**config.mk**
```make
export PLATFORM = sky130hd
export DESIGN_NAME = reference_input_selector
export DESIGN_NICKNAME = d
export VERILOG_FILES = /design/src/inc/refsel_pkg.sv /design/src/core/reference_input_selector.sv
export VERILOG_INCLUDE_DIRS = /design/src /design/src/inc
export SDC_FILE = /design/constraint.sdc
export NUM_CORES = 1
export LEC_CHECK = 0
export BUFFER_PORTS_ARGS = -buffer_cell sky130_fd_sc_hd__buf_2
export CAP_MARGIN = 40
export CORE_ASPECT_RATIO = 0.9
export CORE_MARGIN = 2
export CORE_UTILIZATION = 42
export DETAILED_ROUTE_END_ITERATION = 6
export GPL_TIMING_DRIVEN = 0
export SYNTH_ARGS = -nofsm -noshare
export SYNTH_HDL_FRONTEND = slang
export SYNTH_SLANG_ARGS = --single-unit
```
**constraint.sdc**
```tcl
create_clock -name mclk_i -period 4.1 [get_ports mclk_i]
set_input_delay 0.615 -clock mclk_i [delete_from_list [all_inputs] [get_ports mclk_i]]
set_output_delay 0.615 -clock mclk_i [all_outputs]
set_load 0.01 [all_outputs]
```
**src/inc/refsel_regs.svh**
```systemverilog
`ifndef REFSEL_REGS_SVH
`define REFSEL_REGS_SVH

// Register offsets
`define REFSEL_RANK_ADDR 8'h14
`define REFSEL_MODE_ADDR 8'h15
`define REFSEL_HOLD_ADDR 8'h16
`define REFSEL_MON_ADDR 8'h17

// Field positions, selection mode register
`define REFSEL_LOSS_BLOCK_BIT 6
`define REFSEL_PRESCALE_BIT 5
`define REFSEL_REVERT_BIT 4
`define REFSEL_MODE_MSB 3
`define REFSEL_MODE_LSB 2
`define REFSEL_CHOICE_MSB 1
`define REFSEL_CHOICE_LSB 0

// Field positions, monitor and power-down register
`define REFSEL_RATE_MSB 7
`define REFSEL_RATE_LSB 6
`define REFSEL_PD_MSB 5
`define REFSEL_PD_LSB 2
`define REFSEL_MONDIV_MSB 1
`define REFSEL_MONDIV_LSB 0

// Reset values
`define REFSEL_RANK_RST 8'he4
`define REFSEL_MODE_RST 8'h00
`define REFSEL_HOLD_RST 8'h80
`define REFSEL_MON_RST 8'h00

`endif

```
**src/inc/refsel_pkg.sv**
```systemverilog
package refsel_pkg;

   typedef enum logic [1:0] {
      MODE_MANUAL     = 2'b00,
      MODE_AUTO       = 2'b01,
      MODE_SHORT_HOLD = 2'b10,
      MODE_AUTO_HOLD  = 2'b11
   } ref_choice_mode_t;

   typedef enum logic [1:0] {
      ST_TRACK   = 2'b00,
      ST_HOLDOFF = 2'b01
   } sel_fsm_t;

   typedef struct packed {
      logic [3:0][1:0] input_rank;
      logic reference_loss_block;
      logic monitor_prescale;
      logic revertive_switch_enable;
      ref_choice_mode_t ref_choice_mode;
      logic [1:0] manual_choice;
      logic [7:0] holdoff_count_setting;
      logic [1:0] holdoff_rate_divider;
      logic [3:0] input_power_down;
      logic [1:0] activity_monitor_divide;
   } sel_cfg_t;

   typedef struct packed {
      sel_cfg_t cfg;
      sel_fsm_t fsm;
      logic [7:0] holdoff_cnt;
      logic [1:0] sel;
      logic [3:0] loss_meta;
      logic [3:0] loss_sync;
      logic [3:0] loss_prev;
      logic [7:0] rdata;
   } sel_state_t;

   typedef struct packed {
      logic [1:0] holdoff_rate_divider;
      logic [1:0] activity_monitor_divide;
      logic [3:0] input_power_down;
      logic monitor_prescale;
      logic reference_loss_block;
   } monitor_ctl_t;

endpackage

```
**src/core/reference_input_selector.sv**
```systemverilog
`timescale 1ns/100ps
`include "refsel_regs.svh"
module reference_input_selector (
   // Clock and reset
   input wire logic mclk_i,
   input wire logic reset_i,
   // Register port
   input wire logic [7:0] reg_addr_i,
   input wire logic [7:0] reg_wdata_i,
   input wire logic reg_wr_i,
   output logic [7:0] reg_rdata_o,
   // Input status
   input wire logic [3:0] input_signal_absent_i,
   input wire logic holdoff_tick_i,
   // Selection and monitor control
   output logic [1:0] ref_select_o,
   output logic holdoff_active_o,
   output refsel_pkg::monitor_ctl_t monitor_ctl_o
);

   refsel_pkg::sel_state_t q, n;

   function automatic refsel_pkg::sel_cfg_t cfg_write(input refsel_pkg::sel_cfg_t c, input logic [7:0] a,
                                                     input logic [7:0] w);
      refsel_pkg::sel_cfg_t r;
      r = c;
      unique case (a)
         `REFSEL_RANK_ADDR: r.input_rank = {w[1:0], w[3:2], w[5:4], w[7:6]};
         `REFSEL_MODE_ADDR: begin
            r.reference_loss_block = w[`REFSEL_LOSS_BLOCK_BIT];
            r.monitor_prescale = w[`REFSEL_PRESCALE_BIT];
            r.revertive_switch_enable = w[`REFSEL_REVERT_BIT];
            r.ref_choice_mode = refsel_pkg::ref_choice_mode_t'(w[`REFSEL_MODE_MSB:`REFSEL_MODE_LSB]);
            r.manual_choice = w[`REFSEL_CHOICE_MSB:`REFSEL_CHOICE_LSB];
         end
         `REFSEL_HOLD_ADDR: r.holdoff_count_setting = w;
         `REFSEL_MON_ADDR: begin
            r.holdoff_rate_divider = w[`REFSEL_RATE_MSB:`REFSEL_RATE_LSB];
            r.input_power_down = w[`REFSEL_PD_MSB:`REFSEL_PD_LSB];
            r.activity_monitor_divide = w[`REFSEL_MONDIV_MSB:`REFSEL_MONDIV_LSB];
         end
         default: r = c;
      endcase
      return r;
   endfunction

   function automatic logic [7:0] cfg_read(input refsel_pkg::sel_cfg_t c, input logic [7:0] a);
      logic [7:0] r;
      r = 8'h00;
      unique case (a)
         `REFSEL_RANK_ADDR: r = {c.input_rank[0], c.input_rank[1], c.input_rank[2], c.input_rank[3]};
         `REFSEL_MODE_ADDR: r = {1'b0, c.reference_loss_block, c.monitor_prescale, c.revertive_switch_enable,
                                 c.ref_choice_mode, c.manual_choice};
         `REFSEL_HOLD_ADDR: r = c.holdoff_count_setting;
         `REFSEL_MON_ADDR: r = {c.holdoff_rate_divider, c.input_power_down, c.activity_monitor_divide};
         default: r = 8'h00;
      endcase
      return r;
   endfunction

   // True when input a outranks input b
   function automatic logic outranks(input logic [3:0][1:0] rk, input logic [1:0] a, input logic [1:0] b);
      return (rk[a] > rk[b]) || ((rk[a] == rk[b]) && (a < b));
   endfunction

   // Best valid input; scanning down lets the lower index win ties
   function automatic logic [2:0] best_valid(input logic [3:0][1:0] rk, input logic [3:0] lost);
      logic found;
      logic [1:0] idx;
      found = 1'b0;
      idx = 2'b00;
      for (int i = 3; i >= 0; i--) begin
         if (!lost[i] && (!found || rk[i] >= rk[idx])) begin
            found = 1'b1;
            idx = 2'(i);
         end
      end
      return {found, idx};
   endfunction

   logic [2:0] best;
   logic auto_mode;
   logic cur_lost;
   logic [3:0] revalid;
   logic revert_hit;

   always_comb begin
      best = best_valid(q.cfg.input_rank, q.loss_sync);
      auto_mode = q.cfg.ref_choice_mode[0];
      cur_lost = q.loss_sync[q.sel];
      revalid = q.loss_prev & ~q.loss_sync;
      revert_hit = 1'b0;
      for (int j = 0; j < 4; j++) begin
         if (revalid[j] && (2'(j) != q.sel) && outranks(q.cfg.input_rank, 2'(j), q.sel)) begin
            revert_hit = 1'b1;
         end
      end

      n = q;
      n.loss_meta = input_signal_absent_i;
      n.loss_sync = q.loss_meta;
      n.loss_prev = q.loss_sync;
      n.rdata = cfg_read(q.cfg, reg_addr_i);
      if (reg_wr_i) begin
         n.cfg = cfg_write(q.cfg, reg_addr_i, reg_wdata_i);
      end

      if (!auto_mode) begin
         n.sel = q.cfg.manual_choice;
         n.fsm = refsel_pkg::ST_TRACK;
      end else begin
         unique case (q.fsm)
            refsel_pkg::ST_TRACK: begin
               if (cur_lost && best[2]) begin
                  if (q.cfg.ref_choice_mode == refsel_pkg::MODE_AUTO_HOLD &&
                      q.cfg.holdoff_count_setting != 8'h00) begin
                     n.fsm = refsel_pkg::ST_HOLDOFF;
                     n.holdoff_cnt = q.cfg.holdoff_count_setting;
                  end else begin
                     n.sel = best[1:0];
                  end
               end else if (!cur_lost && q.cfg.revertive_switch_enable && revert_hit) begin
                  n.sel = best[1:0];
               end
               // Otherwise the selection holds, revalidation included
            end
            refsel_pkg::ST_HOLDOFF: begin
               if (!cur_lost || q.cfg.ref_choice_mode != refsel_pkg::MODE_AUTO_HOLD) begin
                  n.fsm = refsel_pkg::ST_TRACK;
               end else if (holdoff_tick_i) begin
                  if (q.holdoff_cnt <= 8'h01) begin
                     // Zero transition: fail over, reload; keep waiting if nothing valid
                     n.holdoff_cnt = q.cfg.holdoff_count_setting;
                     if (best[2]) begin
                        n.sel = best[1:0];
                        n.fsm = refsel_pkg::ST_TRACK;
                     end
                  end else begin
                     n.holdoff_cnt = q.holdoff_cnt - 8'h01;
                  end
               end
            end
            default: n.fsm = refsel_pkg::ST_TRACK;
         endcase
      end

      if (reset_i) begin
         n = '0;
         n.cfg = cfg_write(cfg_write(cfg_write(cfg_write('0, `REFSEL_RANK_ADDR, `REFSEL_RANK_RST),
                 `REFSEL_MODE_ADDR, `REFSEL_MODE_RST), `REFSEL_HOLD_ADDR, `REFSEL_HOLD_RST),
                 `REFSEL_MON_ADDR, `REFSEL_MON_RST);
         n.holdoff_cnt = `REFSEL_HOLD_RST;
      end
   end

   always_ff @(posedge mclk_i) begin
      q <= n;
   end

   assign ref_select_o = q.sel;
   assign reg_rdata_o = q.rdata;
   assign holdoff_active_o = (q.fsm == refsel_pkg::ST_HOLDOFF);
   assign monitor_ctl_o = '{holdoff_rate_divider: q.cfg.holdoff_rate_divider,
                            activity_monitor_divide: q.cfg.activity_monitor_divide,
                            input_power_down: q.cfg.input_power_down,
                            monitor_prescale: q.cfg.monitor_prescale,
                            reference_loss_block: q.cfg.reference_loss_block};

   // Checks
   manual_route_a: assert property (@(posedge mclk_i) disable iff (reset_i)
      !q.cfg.ref_choice_mode[0] |=> ref_select_o == $past(q.cfg.manual_choice))
      else $error("manual mode did not route the manual choice");

   // Previous cycle must be manual too, else the old automatic pick may still show
   manual_ignores_revert_a: assert property (@(posedge mclk_i) disable iff (reset_i)
      (!q.cfg.ref_choice_mode[0] && $stable(q.cfg.ref_choice_mode[0]) && q.cfg.revertive_switch_enable &&
       |revalid && $stable(q.cfg.manual_choice))
      |=> $stable(ref_select_o))
      else $error("revertive setting acted in manual mode");

   // Hold-off ended by a mode change keeps its input for one more cycle
   never_lost_a: assert property (@(posedge mclk_i) disable iff (reset_i)
      (q.cfg.ref_choice_mode == refsel_pkg::MODE_AUTO && q.fsm == refsel_pkg::ST_TRACK && !(&q.loss_sync))
      |=> !q.loss_prev[q.sel])
      else $error("automatic mode kept a lost input");

   failover_best_a: assert property (@(posedge mclk_i) disable iff (reset_i)
      (q.cfg.ref_choice_mode == refsel_pkg::MODE_AUTO && q.fsm == refsel_pkg::ST_TRACK && cur_lost && best[2])
      |=> ref_select_o == $past(best[1:0]))
      else $error("fail-over did not pick the best valid input");

   tie_break_a: assert property (@(posedge mclk_i) disable iff (reset_i)
      (q.cfg.ref_choice_mode == refsel_pkg::MODE_AUTO && q.fsm == refsel_pkg::ST_TRACK && cur_lost &&
       !q.loss_sync[0] &&
       q.cfg.input_rank == {4{q.cfg.input_rank[0]}}) |=> ref_select_o == 2'b00)
      else $error("equal ranks did not prefer input 0");

   no_revert_a: assert property (@(posedge mclk_i) disable iff (reset_i)
      (auto_mode && !q.cfg.revertive_switch_enable && !cur_lost && q.fsm == refsel_pkg::ST_TRACK)
      |=> $stable(ref_select_o))
      else $error("selection moved without cause");

   revert_a: assert property (@(posedge mclk_i) disable iff (reset_i)
      (auto_mode && q.cfg.revertive_switch_enable && !cur_lost && q.fsm == refsel_pkg::ST_TRACK && revert_hit)
      |=> ref_select_o == $past(best[1:0]) && ref_select_o != $past(ref_select_o))
      else $error("revertive switch missing");

   holdoff_wait_a: assert property (@(posedge mclk_i) disable iff (reset_i)
      (q.cfg.ref_choice_mode == refsel_pkg::MODE_AUTO_HOLD && q.fsm == refsel_pkg::ST_TRACK && cur_lost &&
       best[2] && q.cfg.holdoff_count_setting != 8'h00)
      |=> holdoff_active_o && $stable(ref_select_o) && q.holdoff_cnt == $past(q.cfg.holdoff_count_setting))
      else $error("hold-off did not start");

   reset_state_a: assert property (@(posedge mclk_i)
      reset_i |=> q.cfg.ref_choice_mode == refsel_pkg::MODE_MANUAL && !q.cfg.revertive_switch_enable &&
      !monitor_ctl_o.monitor_prescale && ref_select_o == 2'b00)
      else $error("reset values wrong");

   prescale_write_a: assert property (@(posedge mclk_i) disable iff (reset_i)
      (reg_wr_i && reg_addr_i == `REFSEL_MODE_ADDR)
      |=> monitor_ctl_o.monitor_prescale == $past(reg_wdata_i[`REFSEL_PRESCALE_BIT]))
      else $error("prescale bit not written");

   manual_cov_c: cover property (@(posedge mclk_i) disable iff (reset_i)
      !auto_mode ##1 ref_select_o == 2'b11);
   failover_cov_c: cover property (@(posedge mclk_i) disable iff (reset_i)
      auto_mode && cur_lost ##1 !cur_lost);
   holdoff_cov_c: cover property (@(posedge mclk_i) disable iff (reset_i)
      holdoff_active_o ##1 !holdoff_active_o && $changed(ref_select_o));
   revert_cov_c: cover property (@(posedge mclk_i) disable iff (reset_i)
      auto_mode && q.cfg.revertive_switch_enable && revert_hit);

endmodule

```
==> results by stage <==
Clocking:
- The later pin in the worst-skew pair is clocked with a latency of 0.35 ns.
- The TritonCTS clock tree is built.
- The tree is rooted in a sky130_fd_sc_hd__clkbuf_8.
- The number of sinks driven by the clock tree is 62.
- The CTS clock-pin slew for the worst setup and hold paths is 0.08 ns.
- Counting the buffers created by CTS gives 9.
- The maximum level of the CTS H-tree is 3.
- No sink is reached through more buffers than the 2 on the longest clock path.
- The setup fix buffers added after clock tree synthesis is 0.

STA:
- The timing-limited maximum frequency is between 0.2 and 0.3 GHz.
- On the final layout, the worst clock skew is 0.0135 ns.
- The count of final max-slew check failures came to 0.
- After layout, the minimum clock period comes to 3.93 ns.
- The worst path meets setup with around 0.17 ns of slack.
- For the pin with the worst max-slew slack, the measured transition is 0.637 ns.
- The worst path uses 96.0% of the clock period.
- Measured against its own limit, the worst slew margin works out to between 50% and 60%.
- Setup violations remaining at the end of the flow were counted as 0.
- The number of failing hold endpoints at the final stage came to 0.
- The final-layout setup total negative slack is 0 ns.

Finish:
- From synthesis to final layout, the design area changed by 17.7%.
- Leaving out filler cells and counting taps, the final layout contains between 500 and 600.
- Cells with a size suffix above 1 make up 23.9% of the layout.
- Cells fill 50.2% of the core in the end.
- The net count of the finished layout is just under 500.
- The number of antenna cells inserted is 0.
- Once layout is done, the placed cells without fillers occupy just under 4000 sq um.

Status:
- The flow ran to the end, and the final reports show no timing, DRC or antenna violations.

Worst hold path:
- The worst hold path belongs to the class register to register.

Synthesis:
- The most used flip-flop cell after synthesis is sky130_fd_sc_hd__dfxtp_1.
- The proportion of register bits with asynchronous set or reset after synthesis is 0%.
- The most frequent cell after synthesis is sky130_fd_sc_hd__dfxtp_1.
- The number of synthesized flops with an enable pin is 0.
- By area the synthesized netlist is led by sky130_fd_sc_hd__dfxtp_1 37%, sky130_fd_sc_hd__mux2i_1 8.9%, sky130_fd_sc_hd__ha_1 5.9%.
- For this run, the number of Yosys warnings is 0.
- The cell count after synthesis is a little under 400.
- Synthesis instantiated 51 different standard cells from the library.
- The net count after synthesis is 429.
- The number of storage elements in the synthesis netlist is slightly above 60.
- Sorting the synthesized cells by how often they occur yields 62 x sky130_fd_sc_hd__dfxtp_1, 47 x sky130_fd_sc_hd__nor2_1, 30 x sky130_fd_sc_hd__a21oi_1, 30 x sky130_fd_sc_hd__mux2i_1, 25 x sky130_fd_sc_hd__nand2_1.
- A synthesized cell averages roughly 8.7 sq um.
- Of the synthesized area, sequential elements account for a little under two fifths.
- The largest area contributor in the netlist is sky130_fd_sc_hd__dfxtp_1.
- The area share of the largest cell type after synthesis is 36.8%.
- Summing every instance area after synthesis gives between 3000 and 4000 sq um.

Power:
- Per report_power, the clock group accounts for between 40% and 50% of the total.
- The worst-case IR drop observed on VDD is about 0.00017 V.
- The areal power density over the cells is 327 nW/um^2.
- Combinational logic burns between 4 and 5% of the power.
- In this run the power spent charging and discharging nets is about 320 uW.
- The cell internal power dissipation is a little under 1000 uW.
- In this run switching power makes up about a quarter of total power.
- The analysis attributes to cell leakage a power of about 0.0018 uW.
- The proportion of power drawn by flip-flops and latches is about 47%.

Critical path:
- The maximum single-stage delay on the critical path is 0.37 ns.
- The number of buffers and inverters on the critical path is 1.
- The classification of the worst setup path is register to register.
- Along the worst path, the maximum fanout reaches 5.
- In this design, the largest share of critical-path delay is due to compound AO/OA/AOI/OAI gates.
- The slowest stage of the critical path belongs to the cell sky130_fd_sc_hd__dfxtp_4.
- STA classifies the critical path startpoint as a register.
- STA classifies the critical path endpoint as a register.
- The data arrival at the endpoint of the critical path is roughly 4.2 ns.
- The critical path goes through inv_1, o21ai_0, ha_1, nand2b_1, a21oi_2, o21bai_2, mux2_2, mux2i_2, ha_1, o21ai_2, a21o_1, mux2_2, ha_1, nand2b_1, a211oi_2, o21ai_1, o32ai_2, nand2b_1, mux2i_1.
- For the worst setup path, the data required time is ~4.4 ns.

Placed design:
- The last weighted congestion value of the routability-driven placer is 0.858.
- The number of port buffers is between 40 and 50.
- The estimated wirelength of the detail-placed design is 6.12 mm.
- In this run the cell area measured after placement is ~3700 sq um.
- Prior to clock tree synthesis, the placed netlist has a worst setup slack of -0.171 ns.
- The instance count after placement with tap cells included is between 500 and 600.

Floorplan:
- The overall die area is 8770 sq um.
- 45 I/O pins were placed.
- For this configuration, the core starts out at a cell density of between 40% and 50%.
- The floorplan has 31 rows.
- The die span in x is between 90 and 100 um.
- In this run the vertical extent of the chip is ~89 um.
- The core outline area is 7910 sq um.

Global routing:
- Entering global routing, the biggest net connects 14 pins.
- The number of antenna violations at the first check in global routing was 0.
- The first global-routing pass estimated between 10 and 15 mm of wire.
- The met2 global-route usage is around a third.
- For this run, global-route usage on met1 was measured as about a quarter.
- The global-route congestion overflow total is 0.
- The met3 capacity usage during global routing is approximately 5.4%.
- The total routing resource utilization after global routing is 19.4%.
- The number of global-route vias before repair is 2691.
- The most congested layer reported by global routing is met2.

Route:
- The post-route DRC violation count is 0.
- The number of DRC markers in iteration 0 is 140.
- The average via count per standard cell is between 5 and 6.
- The routed layout has 2888 vias.
- After detailed routing, the average wire length per cell comes to between 15 and 20 um.
- The remaining antenna violation count after routing is 0.
- The post-detailed-routing wire length is 8.32 mm.
- The detailed-routing iteration count for the pre-antenna-repair pass is 4.

Flow run:
- The tool flagged a number of max-cap violations equal to 0.
power by group through the flow:
stage	clock network [uW]	registers (uW)	logic [uW]
finish	627	610	62.5
global route	665	611	68.7
CTS	639	611	60.7
detailed placement	0	624	61.6
global placement	0	624	60.5
floorplan	0	623	35.5
through the flow:
stage	total power [uW]	hold WS (ns)
after floorplan	658	0.414
after global placement	685	0.416
after detailed placement	686	0.426
after CTS	1310	0.445
after global routing	1340	0.457
final	1300	0.439
kinds of logic (layout without fill, tap and decap cells):
kind of cell | count (synthesis) | in the layout | share of synthesized area, %
muxes | 35 | 35 | 11.6
adders and majority gates | 16 | 16 | 5.93
DFF | 62 | 62 | 36.8
and+or+nand+nor | 140 | 140 | 20.8
buffers and inverters | 58 | 116 | 9.23
AOI/OAI and AO/OA | 78 | 78 | 15.7
per-layer routing:
layer,share of wire [%],up-vias
met4,1.1,0
met1,49,1336
met3,5.4,10
met5,0,-
met2,44,82
li1,-,1460
layout make-up:
class,count,area (sq um)
Buffer,42,251
Clock buffer,9,124
Clock inverter,7,103
Fill cell,772,3940
Inverter,15,56.3
Multi-Input combinational cell,269,1850
Sequential cell,62,1250
Tap cell,99,124
Timing Repair Buffer,43,215
final timing paths:
kind,startpoint,to,slack [ns],cells past startpoint
worst min-delay path,q[16],q[12],0.44,1
worst min register to register,q[16],q[12],0.44,1
worst max register to register,q[61],ref_select_o[1],0.17,19
worst max-delay path,q[61],ref_select_o[1],0.17,19
placed cells by master (no fill, tap or decap), types with 3 or more instances in the layout:
cell	netlist	final
sky130_fd_sc_hd__o21ai_0	12	10
sky130_fd_sc_hd__buf_2	3	46
sky130_fd_sc_hd__a221oi_1	8	8
sky130_fd_sc_hd__mux2i_1	30	29
sky130_fd_sc_hd__buf_4	20	20
sky130_fd_sc_hd__inv_1	15	15
sky130_fd_sc_hd__a21oi_1	30	29
sky130_fd_sc_hd__nor2_1	47	47
sky130_fd_sc_hd__dfxtp_1	62	59
sky130_fd_sc_hd__a21oi_2	2	3
sky130_fd_sc_hd__nor3_1	7	7
sky130_fd_sc_hd__nand3_1	12	12
sky130_fd_sc_hd__mux4_2	3	3
sky130_fd_sc_hd__nand2b_1	11	11
sky130_fd_sc_hd__clkbuf_1	18	17
sky130_fd_sc_hd__a211o_1	3	3
sky130_fd_sc_hd__o211ai_1	3	3
sky130_fd_sc_hd__nor4_1	4	4
sky130_fd_sc_hd__nor2b_1	16	16
sky130_fd_sc_hd__nand2_1	25	25
sky130_fd_sc_hd__inv_6	0	3
sky130_fd_sc_hd__clkbuf_8	0	9
sky130_fd_sc_hd__ha_1	16	16
sky130_fd_sc_hd__and2_1	3	3
sequential cells by signal, summed over array words and instances, names as in the netlist:
signal	cells
monitor_ctl_o	10
reg_rdata_o	8
ref_select_o	2
auto_mode	1
q	41
what timing repair did:
item                       in CTS  in global routing
resized for setup               1                 12
hold buffers                    0                  0
setup endpoints to repair       2                  2
pin swaps                       0                  4
gates cloned                    0                  0
No activity file was read; power rests on OpenSTA's default activity.
